**config.mk**
```make
export PLATFORM = sky130hd
export DESIGN_NAME = sac_ctrl
export DESIGN_NICKNAME = d
export VERILOG_FILES = /design/src/hw/sac_pkg.sv /design/src/hw/sac_tick_if.sv /design/src/hw/sac_clk_div.sv /design/src/hw/sac_ctrl.sv
export VERILOG_INCLUDE_DIRS = /design/src /design/src/hw
export SDC_FILE = /design/constraint.sdc
export NUM_CORES = 1
export LEC_CHECK = 0
export ABC_AREA = 1
export BUFFER_PORTS_ARGS = -buffer_cell sky130_fd_sc_hd__buf_4
export CAP_MARGIN = 10
export CORE_ASPECT_RATIO = 0.75
export CORE_MARGIN = 5
export CORE_UTILIZATION = 45
export DETAILED_ROUTE_END_ITERATION = 8
export PLACE_DENSITY = 0.62
export SYNTH_ARGS = -nofsm -noshare
export SYNTH_HDL_FRONTEND = slang
export SYNTH_SLANG_ARGS = --single-unit
export TNS_END_PERCENT = 10
```
**constraint.sdc**
```tcl
create_clock -name CLK_SYS_I -period 5.2 [get_ports CLK_SYS_I]
set_input_delay 0.26 -clock CLK_SYS_I [delete_from_list [all_inputs] [get_ports CLK_SYS_I]]
set_output_delay 0.26 -clock CLK_SYS_I [all_outputs]
set_load 0.01 [all_outputs]
```
**src/hw/sac_params.svh**
```systemverilog
// Constants for the successive-approximation converter control block.
// Assumes inclusion by bare name from design files under hw/.
`ifndef SAC_PARAMS_SVH
`define SAC_PARAMS_SVH
// ----------------------------------------------------------------------
// Register offsets (plain register port, 4-bit address)
// ----------------------------------------------------------------------
`define SAC_OFS_CTRL0 4'h0
`define SAC_OFS_CTRL1 4'h1
`define SAC_OFS_RESULT 4'h2
`define SAC_OFS_IRQ_STAT 4'h3
`define SAC_OFS_IRQ_MASK 4'h4
`define SAC_OFS_MODE 4'h5
// ----------------------------------------------------------------------
// Field positions
// ----------------------------------------------------------------------
`define SAC_CTRL0_ON_BIT 0
`define SAC_CTRL0_GO_BIT 1
`define SAC_CTRL0_CHS_LSB 2
`define SAC_CTRL1_REF_LSB 0
`define SAC_CTRL1_CS_LSB 4
`define SAC_MODE_SLEEP_BIT 0
// ----------------------------------------------------------------------
// Reset values and codes
// ----------------------------------------------------------------------
`define SAC_RST_BYTE 8'h00
`define SAC_CHS_RESERVED 4'hE
`define SAC_CHS_FIXED_REF 4'hF
`define SAC_REF_EXT 2'h2
`define SAC_REF_FIXED 2'h3
// ----------------------------------------------------------------------
// Timing
// ----------------------------------------------------------------------
`define SAC_BIT_PERIODS 4'hA
`define SAC_CLK_HZ 25000000
// RC oscillator bit period, typical figure in nanoseconds
`define SAC_RC_PERIOD_NS 1600
`define SAC_RC_CYCLES ((`SAC_RC_PERIOD_NS * 25) / 1000)
`endif

```
**src/hw/sac_pkg.sv**
```systemverilog
// Types shared by the converter control block.
// Assumes nothing beyond a SystemVerilog compiler.
package sac_pkg;
  // Conversion sequencer states
  typedef enum logic [1:0] {SAC_IDLE, SAC_WAIT, SAC_CONV} sac_state_e;
  // Positive reference choice presented to the analog side
  typedef enum logic [1:0] {SAC_VREF_SUPPLY, SAC_VREF_EXT, SAC_VREF_FIXED} sac_vref_e;
endpackage

```
**src/hw/sac_tick_if.sv**
```systemverilog
// Interface carrying the bit-period tick between divider and sequencer.
// Assumes one clock domain.
`timescale 1ns/1ps
`default_nettype none
interface sac_tick_if;
  logic [2:0] clk_sel; // Conversion clock select code
  logic restart; // Restart divider count
  logic run; // Divider allowed to count
  logic tick; // One-cycle bit-period enable
  modport src (input clk_sel, input restart, input run, output tick);
  modport dst (output clk_sel, output restart, output run, input tick);
endinterface
`default_nettype wire

```
**src/hw/sac_clk_div.sv**
```systemverilog
// Bit-period enable generator: divided system clock or RC period model.
// Assumes single system clock; RC source modelled by a fixed count.
`timescale 1ns/1ps
`default_nettype none
`include "sac_params.svh"
module sac_clk_div (
  input wire logic clk_i,
  input wire logic rst_i,
  sac_tick_if.src tk
);
  // ----------------------------------------------------------------------
  // Ratio decode
  // ----------------------------------------------------------------------
  logic [7:0] limit; // Cycles per bit period minus one
  logic [7:0] cnt_q; // Running divider count
  logic tick_q; // Registered tick

  // Low bits select 2/8/32, top bit doubles; x11 is the RC source
  always_comb begin
    case (tk.clk_sel[1:0])
      2'b00: limit = tk.clk_sel[2] ? 8'h03 : 8'h01;
      2'b01: limit = tk.clk_sel[2] ? 8'h0F : 8'h07;
      2'b10: limit = tk.clk_sel[2] ? 8'h3F : 8'h1F;
      default: limit = 8'((`SAC_RC_CYCLES) - 1); // RC period
    endcase
  end

  // ----------------------------------------------------------------------
  // Counter, restarted at conversion start
  // ----------------------------------------------------------------------
  // Non-RC ratios derive from the system clock so they follow it
  always_ff @(posedge clk_i) begin
    if (rst_i || tk.restart || !tk.run) begin
      cnt_q <= 8'h00;
      tick_q <= 1'b0;
    end else if (cnt_q >= limit) begin
      cnt_q <= 8'h00;
      tick_q <= 1'b1; // One-cycle pulse
    end else begin
      cnt_q <= cnt_q + 8'h01;
      tick_q <= 1'b0;
    end
  end

  assign tk.tick = tick_q;

  // Each tick lasts a single cycle
  property p_tick_single;
    @(posedge clk_i) disable iff (rst_i) tick_q |=> !tick_q;
  endproperty
  a_tick_single: assert property (p_tick_single) else $error("tick too long");
endmodule // sac_clk_div
`default_nettype wire

```
**src/hw/sac_ctrl.sv**
```systemverilog
// Successive-approximation converter control: registers, sequencer, irq.
// Assumes an analog comparator answering within the bit period and
// a register master with one-cycle strobes; one 25 MHz clock.
//
// Notes on behaviour
// - Eight-bit SAR result stored at completion
// - One sample-hold, only chosen input routed
// - Four-bit channel field picks the input
// - Reference: supply, external pin, fixed; ground negative
// - Clock: Fosc/2..64 codes or RC x11
// - Conversion lasts exactly ten bit periods
// - Non-RC clocks follow system clock
// - Done flag set every conversion regardless
// - Irq only when flag and enable set
// - Enabled irq works in sleep, wakes device
// - Runs in sleep only with RC clock
// - Enable first; start bit written separately
// - Completion clears busy, sets flag, loads result
// - Abort by clearing go stores partial, last bit filled
// - Codes 0-13 inputs, 14 reserved, 15 fixed
//
// Implementation choices: the register offsets and the plain strobed port.
`timescale 1ns/1ps
`default_nettype none
`include "sac_params.svh"
module sac_ctrl (
  input wire logic CLK_SYS_I,
  input wire logic RST_I,
  input wire logic [3:0] ADDR_I,
  input wire logic [7:0] WDATA_I,
  input wire logic WR_I,
  input wire logic RD_I,
  output logic [7:0] RDATA_O,
  input wire logic SLEEP_I,
  input wire logic CMP_I,
  output logic [13:0] CH_EN_O,
  output logic FIXED_REF_SEL_O,
  output logic [1:0] VREF_SEL_O,
  output logic SAMPLE_O,
  output logic [7:0] DAC_CODE_O,
  output logic IRQ_O,
  output logic WAKE_O
);
  // ----------------------------------------------------------------------
  // Register state
  // ----------------------------------------------------------------------
  logic converter_on_q; // Converter enabled
  logic go_q; // Conversion in progress bit
  logic [3:0] input_channel_sel_q; // Channel select
  logic [2:0] conv_clock_sel_q; // Conversion clock select
  logic [1:0] pos_reference_sel_q; // Positive reference select
  logic [7:0] conv_result_q; // Result register
  logic conv_done_flag_q; // Sticky completion flag
  logic conv_irq_enable_q; // Interrupt mask bit
  logic sleep_q; // Registered sleep level
  logic [7:0] sar_q; // Trial register
  logic [3:0] bit_cnt_q; // Bit periods elapsed
  logic [2:0] last_idx_q; // Index of last bit resolved
  logic any_res_q; // At least one bit resolved
  sac_pkg::sac_state_e state_q; // Sequencer state
  logic wr0, wr1, wr3, wr4, wr2; // Decoded writes
  logic go_wr1, go_wr0; // Software start/abort strobes
  logic rc_sel; // RC source selected
  logic halt; // Sleep aborts a non-RC conversion
  logic finish; // Tenth bit period reached
  logic [7:0] partial; // Abort result with fill
  logic [3:0] tally_q; // Bit periods counted for checking only
  sac_tick_if tk ();

  assign wr0 = WR_I && (ADDR_I == `SAC_OFS_CTRL0);
  assign wr1 = WR_I && (ADDR_I == `SAC_OFS_CTRL1);
  assign wr2 = WR_I && (ADDR_I == `SAC_OFS_RESULT);
  assign wr3 = WR_I && (ADDR_I == `SAC_OFS_IRQ_STAT);
  assign wr4 = WR_I && (ADDR_I == `SAC_OFS_IRQ_MASK);
  // Start only counts when the converter was already on
  assign go_wr1 = wr0 && WDATA_I[`SAC_CTRL0_GO_BIT] && converter_on_q;
  assign go_wr0 = wr0 && !WDATA_I[`SAC_CTRL0_GO_BIT];
  assign rc_sel = (conv_clock_sel_q[1:0] == 2'b11);
  assign halt = sleep_q && !rc_sel;
  assign finish = tk.tick && (state_q == sac_pkg::SAC_CONV)
    && (bit_cnt_q == `SAC_BIT_PERIODS - 4'h1);

  // ----------------------------------------------------------------------
  // Divider
  // ----------------------------------------------------------------------
  assign tk.clk_sel = conv_clock_sel_q;
  assign tk.restart = go_wr1 && (state_q == sac_pkg::SAC_IDLE);
  assign tk.run = (state_q != sac_pkg::SAC_IDLE);
  sac_clk_div u_div (.clk_i(CLK_SYS_I), .rst_i(RST_I), .tk(tk));

  // ----------------------------------------------------------------------
  // Configuration registers
  // ----------------------------------------------------------------------
  always_ff @(posedge CLK_SYS_I) begin
    if (RST_I) begin
      converter_on_q <= 1'b0;
      input_channel_sel_q <= 4'h0;
      conv_clock_sel_q <= 3'h0;
      pos_reference_sel_q <= 2'h0;
      conv_irq_enable_q <= 1'b0;
      sleep_q <= 1'b0;
    end else begin
      sleep_q <= SLEEP_I;
      if (wr0) begin
        converter_on_q <= WDATA_I[`SAC_CTRL0_ON_BIT];
        input_channel_sel_q <= WDATA_I[`SAC_CTRL0_CHS_LSB +: 4];
      end
      if (wr1) begin
        conv_clock_sel_q <= WDATA_I[`SAC_CTRL1_CS_LSB +: 3];
        pos_reference_sel_q <= WDATA_I[`SAC_CTRL1_REF_LSB +: 2];
      end
      if (wr4) begin
        conv_irq_enable_q <= WDATA_I[0];
      end
    end
  end

  // ----------------------------------------------------------------------
  // Sequencer: straight from start to ten bit periods, no wait period
  // ----------------------------------------------------------------------
  // The first period holds the sampled input, the next eight resolve bits MSB first,
  // the last one transfers; total ten periods.
  always_ff @(posedge CLK_SYS_I) begin
    if (RST_I) begin
      state_q <= sac_pkg::SAC_IDLE;
      go_q <= 1'b0;
      bit_cnt_q <= 4'h0;
      sar_q <= 8'h00;
      last_idx_q <= 3'h7;
      any_res_q <= 1'b0;
    end else begin
      case (state_q)
        sac_pkg::SAC_IDLE: begin
          if (go_wr1) begin
            state_q <= sac_pkg::SAC_CONV;
            go_q <= 1'b1;
            bit_cnt_q <= 4'h0;
            sar_q <= 8'h80;
            any_res_q <= 1'b0;
          end
        end
        sac_pkg::SAC_CONV: begin
          if (go_wr0 || halt || !converter_on_q) begin
            state_q <= sac_pkg::SAC_IDLE; // Abort
            go_q <= 1'b0;
          end else if (tk.tick) begin
            bit_cnt_q <= bit_cnt_q + 4'h1;
            if (bit_cnt_q >= 4'h1 && bit_cnt_q <= 4'h8) begin
              // Resolve bit 8-bit_cnt, then try next
              sar_q[3'(4'h8 - bit_cnt_q)] <= CMP_I;
              if (bit_cnt_q != 4'h8) begin
                sar_q[3'(4'h7 - bit_cnt_q)] <= 1'b1;
              end
              last_idx_q <= 3'(4'h8 - bit_cnt_q);
              any_res_q <= 1'b1;
            end
            if (finish) begin
              state_q <= sac_pkg::SAC_IDLE;
              go_q <= 1'b0;
            end
          end
        end
        default: state_q <= sac_pkg::SAC_IDLE;
      endcase
    end
  end

  // Unresolved bits take the value of the last resolved bit
  always_comb begin
    partial = sar_q;
    for (int i = 0; i < 8; i++) begin
      if (!any_res_q || 3'(i) < last_idx_q) begin
        partial[i] = any_res_q ? sar_q[last_idx_q] : 1'b0;
      end
    end
  end

  // ----------------------------------------------------------------------
  // Result and completion flag
  // ----------------------------------------------------------------------
  always_ff @(posedge CLK_SYS_I) begin
    if (RST_I) begin
      conv_result_q <= `SAC_RST_BYTE;
    end else if (finish && !go_wr0 && !halt && converter_on_q) begin
      conv_result_q <= sar_q;
    end else if (state_q == sac_pkg::SAC_CONV && go_wr0) begin
      conv_result_q <= partial;
    end else if (wr2) begin
      conv_result_q <= WDATA_I;
    end
  end

  // Set wins over a write-one clear; hardware never clears it
  always_ff @(posedge CLK_SYS_I) begin
    if (RST_I) begin
      conv_done_flag_q <= 1'b0;
    end else if (finish && !go_wr0 && !halt && converter_on_q) begin
      conv_done_flag_q <= 1'b1;
    end else if (wr3 && WDATA_I[0]) begin
      conv_done_flag_q <= 1'b0;
    end
  end

  // ----------------------------------------------------------------------
  // Outputs to the analog side and interrupt
  // ----------------------------------------------------------------------
  always_ff @(posedge CLK_SYS_I) begin
    if (RST_I) begin
      CH_EN_O <= 14'h0000;
      FIXED_REF_SEL_O <= 1'b0;
      VREF_SEL_O <= 2'h0;
      SAMPLE_O <= 1'b0;
      DAC_CODE_O <= 8'h00;
      IRQ_O <= 1'b0;
      WAKE_O <= 1'b0;
    end else begin
      // One-hot routing, nothing when off or reserved
      CH_EN_O <= 14'h0000;
      if (converter_on_q && input_channel_sel_q < `SAC_CHS_RESERVED) begin
        CH_EN_O[input_channel_sel_q] <= 1'b1;
      end
      FIXED_REF_SEL_O <= converter_on_q && (input_channel_sel_q == `SAC_CHS_FIXED_REF);
      case (pos_reference_sel_q)
        `SAC_REF_EXT: VREF_SEL_O <= 2'(sac_pkg::SAC_VREF_EXT);
        `SAC_REF_FIXED: VREF_SEL_O <= 2'(sac_pkg::SAC_VREF_FIXED);
        default: VREF_SEL_O <= 2'(sac_pkg::SAC_VREF_SUPPLY);
      endcase
      SAMPLE_O <= converter_on_q && (state_q == sac_pkg::SAC_IDLE);
      DAC_CODE_O <= sar_q;
      IRQ_O <= conv_done_flag_q && conv_irq_enable_q;
      WAKE_O <= conv_done_flag_q && conv_irq_enable_q && sleep_q;
    end
  end

  // ----------------------------------------------------------------------
  // Register read port
  // ----------------------------------------------------------------------
  always_ff @(posedge CLK_SYS_I) begin
    if (RST_I) begin
      RDATA_O <= 8'h00;
    end else if (RD_I) begin
      case (ADDR_I)
        `SAC_OFS_CTRL0: RDATA_O <= {2'b00, input_channel_sel_q, go_q, converter_on_q};
        `SAC_OFS_CTRL1: RDATA_O <= {1'b0, conv_clock_sel_q, 2'b00, pos_reference_sel_q};
        `SAC_OFS_RESULT: RDATA_O <= conv_result_q;
        `SAC_OFS_IRQ_STAT: RDATA_O <= {7'h00, conv_done_flag_q};
        `SAC_OFS_IRQ_MASK: RDATA_O <= {7'h00, conv_irq_enable_q};
        `SAC_OFS_MODE: RDATA_O <= {7'h00, sleep_q};
        default: RDATA_O <= 8'h00;
      endcase
    end else begin
      RDATA_O <= 8'h00;
    end
  end

  // ----------------------------------------------------------------------
  // Checks
  // ----------------------------------------------------------------------
  // Check-only tally of bit periods, kept apart from the sequencer count so
  // that a slip in bit_cnt_q cannot hide from the length check
  always_ff @(posedge CLK_SYS_I) begin
    if (RST_I || tk.restart) begin
      tally_q <= 4'h0; // Fresh count per conversion
    end else if (tk.tick && state_q == sac_pkg::SAC_CONV) begin
      tally_q <= tally_q + 4'h1;
    end
  end

  property p_done_sets;
    @(posedge CLK_SYS_I) disable iff (RST_I)
      finish && !go_wr0 && !halt && converter_on_q |=> conv_done_flag_q && !go_q;
  endproperty
  a_done_sets: assert property (p_done_sets) else $error("flag not set at completion");
  property p_no_hw_clear;
    @(posedge CLK_SYS_I) disable iff (RST_I)
      conv_done_flag_q && !(wr3 && WDATA_I[0]) |=> conv_done_flag_q;
  endproperty
  a_no_hw_clear: assert property (p_no_hw_clear) else $error("flag cleared by hardware");
  property p_irq;
    @(posedge CLK_SYS_I) disable iff (RST_I)
      ##1 IRQ_O == $past(conv_done_flag_q && conv_irq_enable_q);
  endproperty
  a_irq: assert property (p_irq) else $error("irq mismatch");
  property p_wake;
    @(posedge CLK_SYS_I) disable iff (RST_I) WAKE_O |-> IRQ_O;
  endproperty
  a_wake: assert property (p_wake) else $error("wake without irq");
  property p_sleep_halt;
    @(posedge CLK_SYS_I) disable iff (RST_I)
      halt && state_q == sac_pkg::SAC_CONV |=> state_q == sac_pkg::SAC_IDLE;
  endproperty
  a_sleep_halt: assert property (p_sleep_halt) else $error("conversion kept running");
  property p_start_needs_on;
    @(posedge CLK_SYS_I) disable iff (RST_I) $rose(go_q) |-> $past(converter_on_q);
  endproperty
  a_start_needs_on: assert property (p_start_needs_on) else $error("start while off");
  property p_one_hot;
    @(posedge CLK_SYS_I) disable iff (RST_I) $onehot0({CH_EN_O, FIXED_REF_SEL_O});
  endproperty
  a_one_hot: assert property (p_one_hot) else $error("more than one input routed");
  property p_ten;
    @(posedge CLK_SYS_I) disable iff (RST_I)
      $rose(conv_done_flag_q) |-> tally_q == `SAC_BIT_PERIODS;
  endproperty
  a_ten: assert property (p_ten) else $error("conversion not ten periods");
  property p_result;
    @(posedge CLK_SYS_I) disable iff (RST_I)
      finish && !go_wr0 && !halt && converter_on_q |=> conv_result_q == $past(sar_q);
  endproperty
  a_result: assert property (p_result) else $error("result not loaded");
  // The reserved channel code must leave the mux fully open
  property p_reserved;
    @(posedge CLK_SYS_I) disable iff (RST_I)
      input_channel_sel_q == `SAC_CHS_RESERVED |=> CH_EN_O == 14'h0000 && !FIXED_REF_SEL_O;
  endproperty
  a_reserved: assert property (p_reserved) else $error("reserved code routed an input");
endmodule // sac_ctrl
`default_nettype wire

```
==> qor.yml, run 1 <==
status: "finished, final reports clean"
start_util_pct: 45.5
num_rows: 29
post-route-period-util_pct: 43.6
syn_area_um2: 3780
postCtsHoldBufs: 0
fin_tns_setup_ns: 0
min_path_type: "in -> reg"
setup_viol: 0
cts_setup_buffers: 0
synth_area_leaders: "dfxtp_1 44%, nand2_1 8.4%, nor2_1 6.5%"
worst_slew_margin_rel_pct: 63.6
cp_data_required_time_ns: 5.44
yosys_register_bits: 83
drt_iter0_drc: 273
track_usage_pct: 19.4
hold_viol: 0
cts_tree: "done"
ys_seq_area_share_pct: 44.0
path_clk_slew_ns: 0.08
portBuffers: 53
grt_pass1_wl_mm: 15.8
fillers: 839
diodes: 0
cts_resized: 0
layout.cells.non_filler: 668
grt_max_degree: 28
layout_commonest_cell: "nand2_1"
postSynthAreaPerCell_um2: 7.59
synthToLayoutAreaGrowth_pct: 18.5
drc: 0
die_x_um: 116
drt-total-wl_mm: 9.61
grt.overflow.total: 0
h-tree-depth: 3
yosysTopAreaCell: "dfxtp_1"
clock_path_buffers: 2
dp_hpwl_mm: 7.36
finalCriticalPeriod_ns: 2.27
antenna_found_initial: 0
cts_root_buffer: "clkbuf_8"
first_global_vias: 3258
total_power_mw: 1.16
dieHeight_um: 89.4
path_max_fanout: 13
hold_depth: 3
p_per_area_nw_per_um2: 260
gp_congestion: 0.887
wl_per_cell_um: 14.4
io_pins: 54
fp.coreArea_um2: 8310
dp_cells: 652
cp-end-kind: "flop"
finalMaxSlewViolations: 0
cap_violations: 0
worstSkewPairLatency_ns: 0.36
vdd_drop_max_uv: 201
worst-r2r-cell-count: 8
layout-drive-gt1-share_pct: 16.8
ys_types: 41
fmaxAchievable_mhz: 441
p_leak_nw: 1.97
nets: 588
cts_sinks: 83
dr.pass1.iters: 5
viasPerCell: 5.13
layout_common_cells: "85 x nand2_1, 83 x dfxtp_1, 65 x nor2_1"
synth_top_area_share_pct: 44.0
syn_inst: 498
finalClockSkew_ns: 0.00941
fin_hold_ws_ns: 0.121
path_class: "reg -> reg"
num_vias: 3429
tightest_slew_ns: 0.542
die_area_um2: 10300
synth_fp_nets: 531
ant_nets: 0
cts_made_buffers: 9
grt_setup_unrepaired: "no"
worstSetupStartpointType: "flop"
yosys_warnings: 0
critPathArrivalTime_ns: 2.51
==> sequential cells by signal, summed over array words and instances (netlist names) <==
name / flops
CH_EN_O: 14
DAC_CODE_O: 8
RDATA_O: 8
conv_result_q: 8
sar_q: 8
u_div.cnt_q: 8
bit_cnt_q: 4
input_channel_sel_q: 4
conv_clock_sel_q: 3
last_idx_q: 3
VREF_SEL_O: 2
pos_reference_sel_q: 2
FIXED_REF_SEL_O: 1
IRQ_O: 1
SAMPLE_O: 1
WAKE_O: 1
any_res_q: 1
conv_done_flag_q: 1
conv_irq_enable_q: 1
converter_on_q: 1
go_q: 1
sleep_q: 1
u_div.tk.tick: 1
==> final timing paths <==
kind,startpoint,to,slack (ns)
max reg2reg,bit_cnt_q[0],sar_q[3],2.93
min reg2reg,pos_reference_sel_q[0],VREF_SEL_O[0],0.43
max,bit_cnt_q[0],sar_q[3],2.93
min,SLEEP_I,sleep_q,0.12
==> layer usage <==
layer | GRT usage, % | share of wire [%] | vias to the layer above | wire [µm]
li1 | - | - | 1752 | -
met1 | 29.1 | 51 | 1550 | 4890
met2 | 28.1 | 41 | 116 | 3900
met3 | 3.92 | 7.5 | 11 | 718
met4 | 5.69 | 1.0 | 0 | 100
met5 | 0 | 0 | - | 0
==> Yosys cell counts, drive strengths merged <==
library cell  number
a211o              1
nor3              16
o21a               2
a21oi             32
buf                2
clkinv             2
o221ai             4
a311oi             1
clkbuf             5
a2111oi            1
o22ai              1
nand4              4
xor2               3
nor2              70
o21ai             40
ha                15
mux2i              1
nand2             91
dfxtp             83
nand3             43
o32ai              1
a21boi             1
inv               67
conb               1
a31oi              6
a211oi             2
o31ai              1
a32oi              1
xnor2              1
==> where the power goes <==
part	internal (mW)	leakage (nW)	switching [mW]
Clock	0.225	0.104	0.241
Combinational	0.0190	1.20	0.0362
Sequential	0.640	0.670	0.00309
==> cells by family (layout without fill, tap and decap cells) <==
kind of cell	count (synthesis)	in the layout	share of synthesized area [%]
muxes	1	1	0.265
buffers and inverters	76	138	7.75
other	1	1	0.0992
adders and majority gates	15	15	4.97
xor gates and xnor gates	4	4	0.927
and+or+nand+nor	224	224	28.0
AOI/OAI and AO/OA	94	94	14.0
DFF	83	83	44.0
==> cell type report <==
class / count / area [µm²] / area share (%)
repair buffers: 53 / 398 / 8.89
well taps: 108 / 135 / 3.02
clock buffers: 9 / 124 / 2.77
inverters: 69 / 259 / 5.79
multi-input cells: 339 / 1820 / 40.7
clock inverters: 7 / 75.1 / 1.68
flip-flops and latches: 83 / 1660 / 37.1
==> worst max-delay path, cell delays in order, from the launching register on <==
cell	delay [ns]
dfxtp_1	0.59
inv_1	0.28
ha_1	0.30
nand3_1	0.09
nand3_1	0.12
nor3_4	0.40
nor2_1	0.22
nand2_1	0.10
o21ai_1	0.06
==> through the flow <==
| stage | setup WS (ns) | area, µm² | utilization [%] |
|---|---|---|---|
| 2_1_floorplan | 3.24 | 3780 | - |
| 3_3_place_gp | 3.08 | 4280 | 51.5 |
| 3_5_place_dp | 2.93 | 4280 | 51.5 |
| 4_1_cts | 2.92 | 4480 | 53.9 |
| 5_1_grt | 2.58 | 4480 | 53.9 |
| 6_report | 2.93 | 4480 | 53.9 |
Note: power is estimated with default switching activity, not from simulation.
==> run 2, diff against run 1 <==
--- a/config.mk
+++ b/config.mk
@@ -6,7 +6,7 @@
 export SDC_FILE = /design/constraint.sdc
 export NUM_CORES = 1
 export LEC_CHECK = 0
-export ABC_AREA = 1
+export ABC_AREA = 0
 export BUFFER_PORTS_ARGS = -buffer_cell sky130_fd_sc_hd__buf_4
 export CAP_MARGIN = 10
 export CORE_ASPECT_RATIO = 0.75
==> constraint.sdc (replaced) <==
create_clock -name CLK_SYS_I -period 2.15 [get_ports CLK_SYS_I]
set_input_delay 0.1075 -clock CLK_SYS_I [delete_from_list [all_inputs] [get_ports CLK_SYS_I]]
set_output_delay 0.1075 -clock CLK_SYS_I [all_outputs]
set_load 0.01 [all_outputs]
==> run 2 against run 1 <==
- wire length rose by 4.1%
- fmax rose by 9.0%
- sequential share of layout area fell by 2.3 points
- synthesized area rose by 1.3%
- largest cell class unchanged
- critical path type unchanged
==> qor.yml, run 2 <==
status: "finished, final reports clean"
crit_path_max_incr_delay_ns: 0.55  # -0.04 ns
utilization_pct: 57.0  # +3.1 points
dp_cells: 585  # -10%
ys_top_cells_by_count: "83 x dfxtp_1, 44 x nor2_1, 40 x nand2_1"
syn_inst: 427  # -14%
vdd_drop_max_uv: 550  # +170%
die_x_um: 116  # +0.57%
synth_top_area_share_pct: 43.4  # -0.55 points
num_vias: 3378  # -1.5%
final.setup.worst_slack_ns: 0.0677  # -2.86 ns
layout_commonest_cell: "dfxtp_1"
synth_area_leaders: "dfxtp_1 43%, ha_1 4.9%, mux2i_1 4.7%"
portBuffers: 53  # unchanged
worst-r2r-cell-count: 7  # -1
dr.pass1.iters: 7  # +2
nets: 523  # -11%
fmaxAchievable_mhz: 480  # +9.0%
slowest_stage: "or4_4"
antenna_found_initial: 0  # unchanged
setup_viol: 0  # unchanged
cts_setup_buffers: 0  # unchanged
seqPwrFrac_pct: 49.5  # -5.7 points
async_flop_share_pct: 0  # unchanged
p_sw_share_pct: 21.4  # -2.6 points
finalClockSkew_ns: 0.00530  # -0.00411 ns
synth_fp_nets: 460  # -13%
cp_data_required_time_ns: 2.38  # -3.06 ns
diodes: 0  # unchanged
multi_input_area_um2: 2090  # +14%
drc: 0  # unchanged
fillers: 756  # -9.9%
hold_depth: 3  # unchanged
tightest_slew_ns: 0.626  # +0.0835 ns
cts_tree: "done"
ys_seq_area_share_pct: 43.4  # -0.55 points
grt_max_degree: 40  # +43%
clock_path_buffers: 2  # unchanged
grt.overflow.total: 0  # unchanged
first_global_vias: 3180  # -2.4%
worstSetupStartpointType: "flop"
viasPerCell: 5.61  # +9.3%
yosysTopAreaCell: "dfxtp_1"
synth_edf_count: 0  # unchanged
cp-end-kind: "flop"
switchingPower_mw: 0.673  # +140%
fin_area_um2: 4780  # +6.7%
drt-total-wl_mm: 10.0  # +4.1%
num_rows: 29  # unchanged
io_pins: 54  # unchanged
path_max_fanout: 5  # -8
post-route-period-util_pct: 96.9  # +53 points
largest_reg_flops: 14  # unchanged
die_area_um2: 10500  # +1.1%
grt_pass1_wl_mm: 15.9  # +0.65%
worst_slew_margin_rel_pct: 58.2  # -5.4 points
fp.coreArea_um2: 8380  # +0.87%
dp_hpwl_mm: 7.20  # -2.1%
ys.flop_type: "dfxtp_1"
wl_per_cell_um: 16.6  # +16%
cp_cell_sequence: "inv_1, ha_1, nand4_1, or4_4, o211ai_4, nor3b_1, a211o_1"
cts_sinks: 83  # unchanged
postSynthAreaPerCell_um2: 8.96  # +18%
p_int_mw: 2.47  # +180%
yosys_warnings: 0  # unchanged
dieHeight_um: 89.9  # +0.55%
cap_violations: 0  # unchanged
ys_types: 57  # +39%
ant_nets: 0  # unchanged
worstSkewPairLatency_ns: 0.34  # -0.02 ns
cts_made_buffers: 9  # unchanged
hold_viol: 0  # unchanged
layout_common_cells: "81 x dfxtp_1, 75 x buf_4, 44 x nor2_1"
layout.cells.non_filler: 602  # -9.9%
min_path_type: "in -> reg"
gp_congestion: 0.853  # -3.8%
finalMaxSlewViolations: 0  # unchanged
place_ws_ns: 0.0360  # -2.89 ns
place_area_um2: 4420  # +3.2%
finalCriticalPeriod_ns: 2.08  # -0.187 ns
layout-drive-gt1-share_pct: 25.5  # +8.7 points
drt_iter0_drc: 324  # +19%
p_per_area_nw_per_um2: 657  # +150%
start_util_pct: 45.6  # +0.17 points
p_leak_nw: 1.91  # -3.2%
fin_tns_setup_ns: 0  # unchanged
seq_area_um2: 1660  # +0.15%
combPwrFrac_pct: 4.3  # -0.4 points
h-tree-depth: 3  # unchanged
clkPwrFrac_pct: 46.2  # +6.2 points
critPathArrivalTime_ns: 2.31  # -0.20 ns
yosys_register_bits: 83  # unchanged
grt_setup_unrepaired: "yes"
syn_area_um2: 3830  # +1.3%
track_usage_pct: 19.2  # -0.21 points
fin_hold_ws_ns: 0.0426  # -0.0788 ns
path_class: "reg -> reg"
synthToLayoutAreaGrowth_pct: 24.9
cts_root_buffer: "clkbuf_16"
yosysMostFrequentCell: "dfxtp_1"
total_power_mw: 3.14  # +170%
regMostFlops: "CH_EN_O"
path_clk_slew_ns: 0.06  # -0.02 ns
-- run 2: power groups by stage --
stage / clock network (mW) / registers, mW / logic [mW]
3_5_place_dp: 0 / 1.59 / 0.127
5_1_grt: 1.56 / 1.55 / 0.146
2_1_floorplan: 0 / 1.58 / 0.0705
6_report: 1.45 / 1.55 / 0.134
4_1_cts: 1.48 / 1.55 / 0.131
3_3_place_gp: 0 / 1.59 / 0.126
-- run 2: critical path, delay by kind of cell (launching register included) --
family,cells,cell delay [ns]
compound gates,2,0.50
simple gates,3,0.84
buf+inv,1,0.12
fa+ha+maj,1,0.18
flops,1,0.31
-- run 2: layout make-up --
type,count,area share [%]
multi-input cells,311,43.7
clock inverters,2,0.209
flip-flops and latches,83,34.8
well taps,108,2.83
repair buffers,77,12.2
clock buffers,13,5.66
inverters,8,0.628
-- run 2: what timing repair did --
action | 4_1_cts | 5_1_grt
resized for setup | 0 | 16
endpoints found under the hold margin | 2 | 0
hold buffers | 2 | 0
endpoints found under the setup margin | 0 | 23
-- run 2: metal layers --
| metal | GRT usage [%] | up-vias | wire length (µm) |
|---|---|---|---|
| met5 | 0 | - | 0 |
| met1 | 27.4 | 1611 | 4770 |
| li1 | - | 1633 | - |
| met3 | 5.91 | 23 | 727 |
| met2 | 27.2 | 111 | 4300 |
| met4 | 6.67 | 0 | 204 |
-- run 2: worst paths after layout --
kind / end / slack, ns / start
hold reg to reg: RDATA_O[7] / 0.46 / conv_result_q[7]
setup / recovery: conv_result_q[3] / 0.07 / bit_cnt_q[1]
setup reg to reg: conv_result_q[3] / 0.07 / bit_cnt_q[1]
hold / removal: input_channel_sel_q[0] / 0.04 / WDATA_I[2]
-- run 2: kinds of logic after synthesis --
kind of cell | after synthesis | share of synthesized area, %
buffers and inverters | 33 | 3.60
adder cells (fa/ha/maj) | 15 | 4.91
other | 1 | 0.0980
multiplexers | 25 | 7.65
AO/OA/AOI/OAI | 84 | 14.6
AND/OR/NAND/NOR | 177 | 23.6
flip-flops | 83 | 43.4
XOR/XNOR | 9 | 2.06
==> run 3, diff against run 2 <==
--- a/config.mk
+++ b/config.mk
@@ -14,6 +14,7 @@
 export CORE_UTILIZATION = 45
 export DETAILED_ROUTE_END_ITERATION = 8
 export PLACE_DENSITY = 0.62
+export RECOVER_POWER = 25
 export SYNTH_ARGS = -nofsm -noshare
 export SYNTH_HDL_FRONTEND = slang
 export SYNTH_SLANG_ARGS = --single-unit
==> run 3 against run 2 <==
- power is essentially flat
- critical path depth stayed put
- combinational power is essentially flat
- clock skew is essentially flat
- core utilization decreased by 0.85 points
- first-iteration DRC count shrank 15%
- largest power group unchanged
- highest routed layer unchanged
==> qor.yml, run 3 (synthesis gave the netlist of run 2 again) <==
status: "finished, final reports clean"
wl_per_cell_um: 16.5  # -0.43%
cts_made_buffers: 9  # unchanged
worstSkewPairLatency_ns: 0.34  # about the same
cp_cell_sequence: "inv_1, ha_1, nand4_1, or4_4, o211ai_4, nor3b_1, a211o_1"
finalCriticalPeriod_ns: 2.07  # -0.0122 ns
nets: 523  # unchanged
r2r_slack_ns: 0.08  # about the same
post-route-period-util_pct: 96.3  # -0.57 points
viasPerCell: 5.56  # -0.98%
first_global_vias: 3180  # unchanged
num_vias: 3345  # -0.98%
path_max_fanout: 5  # unchanged
critPathArrivalTime_ns: 2.29  # -0.02 ns
start_util_pct: 45.6  # unchanged
fp.coreArea_um2: 8380  # unchanged
die_area_um2: 10500  # unchanged
path_clk_slew_ns: 0.06  # about the same
p_leak_nw: 1.83  # -4.3%
finalMaxSlewViolations: 0  # unchanged
cp_data_required_time_ns: 2.37  # about the same
synthToLayoutAreaGrowth_pct: 23.0
gp_congestion: 0.853  # unchanged
path_class: "reg -> reg"
layout_common_cells: "81 x dfxtp_1, 55 x buf_4, 44 x nor2_1"
crit_path_max_incr_delay_ns: 0.55  # about the same
fillers: 774  # +2.4%
crit_family: "simple AND/OR/NAND/NOR gates"
fmaxAchievable_mhz: 483  # +0.59%
dr.pass1.iters: 5  # -2
drc: 0  # unchanged
vdd_drop_max_uv: 549  # -0.20%
track_usage_pct: 19.2  # unchanged
layout.cells.non_filler: 602  # unchanged
path_buf_inv: 1  # unchanged
clock_path_buffers: 2  # unchanged
io_pins: 54  # unchanged
setup_viol: 0  # unchanged
layout-drive-gt1-share_pct: 21.7  # -3.8 points
h-tree-depth: 3  # unchanged
diodes: 0  # unchanged
portBuffers: 53  # unchanged
regMostFlops: "CH_EN_O"
die_x_um: 116  # unchanged
cts_tree: "done"
cp-end-kind: "flop"
drt-total-wl_mm: 9.96  # -0.43%
cts_root_buffer: "clkbuf_16"
cts_sinks: 83  # unchanged
worst_slew_margin_rel_pct: 59.2  # +1.0 points
ant_nets: 0  # unchanged
tightest_slew_ns: 0.611  # -0.0150 ns
cap_violations: 0  # unchanged
grt_setup_unrepaired: "yes"
fin_hold_ws_ns: 0.0415  # -0.00112 ns
largest_reg_flops: 14  # unchanged
dieHeight_um: 89.9  # unchanged
num_rows: 29  # unchanged
dp_hpwl_mm: 7.20  # unchanged
worstSetupStartpointType: "flop"
layout_commonest_cell: "dfxtp_1"
grt_pass1_wl_mm: 15.9  # unchanged
slowest_stage: "or4_4"
grt.overflow.total: 0  # unchanged
drt_iter0_drc: 276  # -15%
dp_cells: 585  # unchanged
finalClockSkew_ns: 0.00529  # -0.00000569 ns
hold_viol: 0  # unchanged
grt_max_degree: 40  # unchanged
p_per_area_nw_per_um2: 667  # +1.5%
min_path_type: "in -> reg"
antenna_found_initial: 0  # unchanged
fin_tns_setup_ns: 0  # unchanged
## run 3: changes by cell type in the layout (fill, tap and decap cells not counted), sizes merged
cell    delta
clkbuf    +20
buf       -20
## run 3: repair_timing
action | 4_1_cts | 5_1_grt
setup endpoints to repair | 0 | 23
hold buffers | 2 | 0
gates resized for setup | 0 | 16
setup buffers | 0 | 0
endpoints found under the hold margin | 2 | 0
## run 3: metal layers
layer	GRT usage (%)	wire (µm)	vias up
li1	-	-	1630
met1	27.4	4690	1570
met2	27.2	4280	128
met3	5.91	805	17
met4	6.67	185	0
met5	0	0	-
## run 3: final cells by class
| type | count | area [µm²] | area share (%) |
|---|---|---|---|
| Inverter | 8 | 30.0 | 0.638 |
| Clock buffer | 13 | 270 | 5.74 |
| Timing Repair Buffer | 77 | 512 | 10.9 |
| Tap cell | 108 | 135 | 2.87 |
| Sequential cell | 83 | 1660 | 35.4 |
| Clock inverter | 2 | 10.0 | 0.213 |
| Multi-Input combinational cell | 311 | 2090 | 44.3 |
## run 3: worst paths after layout
| check | start | to | cells after the start |
|---|---|---|---|
| setup reg to reg | bit_cnt_q[1] | conv_result_q[3] | 7 |
| hold reg to reg | conv_result_q[7] | RDATA_O[7] | 2 |
| hold / removal | WDATA_I[2] | input_channel_sel_q[0] | 3 |
| setup / recovery | bit_cnt_q[1] | conv_result_q[3] | 7 |
## run 3: through the flow
stage / utilization (%) / cell area [µm²] / power, mW / setup slack (ns)
floorplan: - / 3830 / 1.65 / 0.0507
global placement: 52.7 / 4420 / 1.71 / 0.0493
detailed placement: 52.7 / 4420 / 1.71 / 0.0360
CTS: 56.3 / 4720 / 3.17 / 0.0157
global route: 56.2 / 4710 / 3.26 / -0.0156
finish: 56.2 / 4710 / 3.14 / 0.0799
## run 3: worst min-delay path: stages
cell	delay, ns
buf_4	0.11
nand3_1	0.05
a21oi_1	0.05
## run 3: report_power, final
group          leakage, nW  switching [mW]  internal [mW]
clock network        0.141           0.585          0.866
logic                 1.02          0.0802         0.0540
registers            0.670         0.00709           1.55
total                 1.83           0.672           2.47
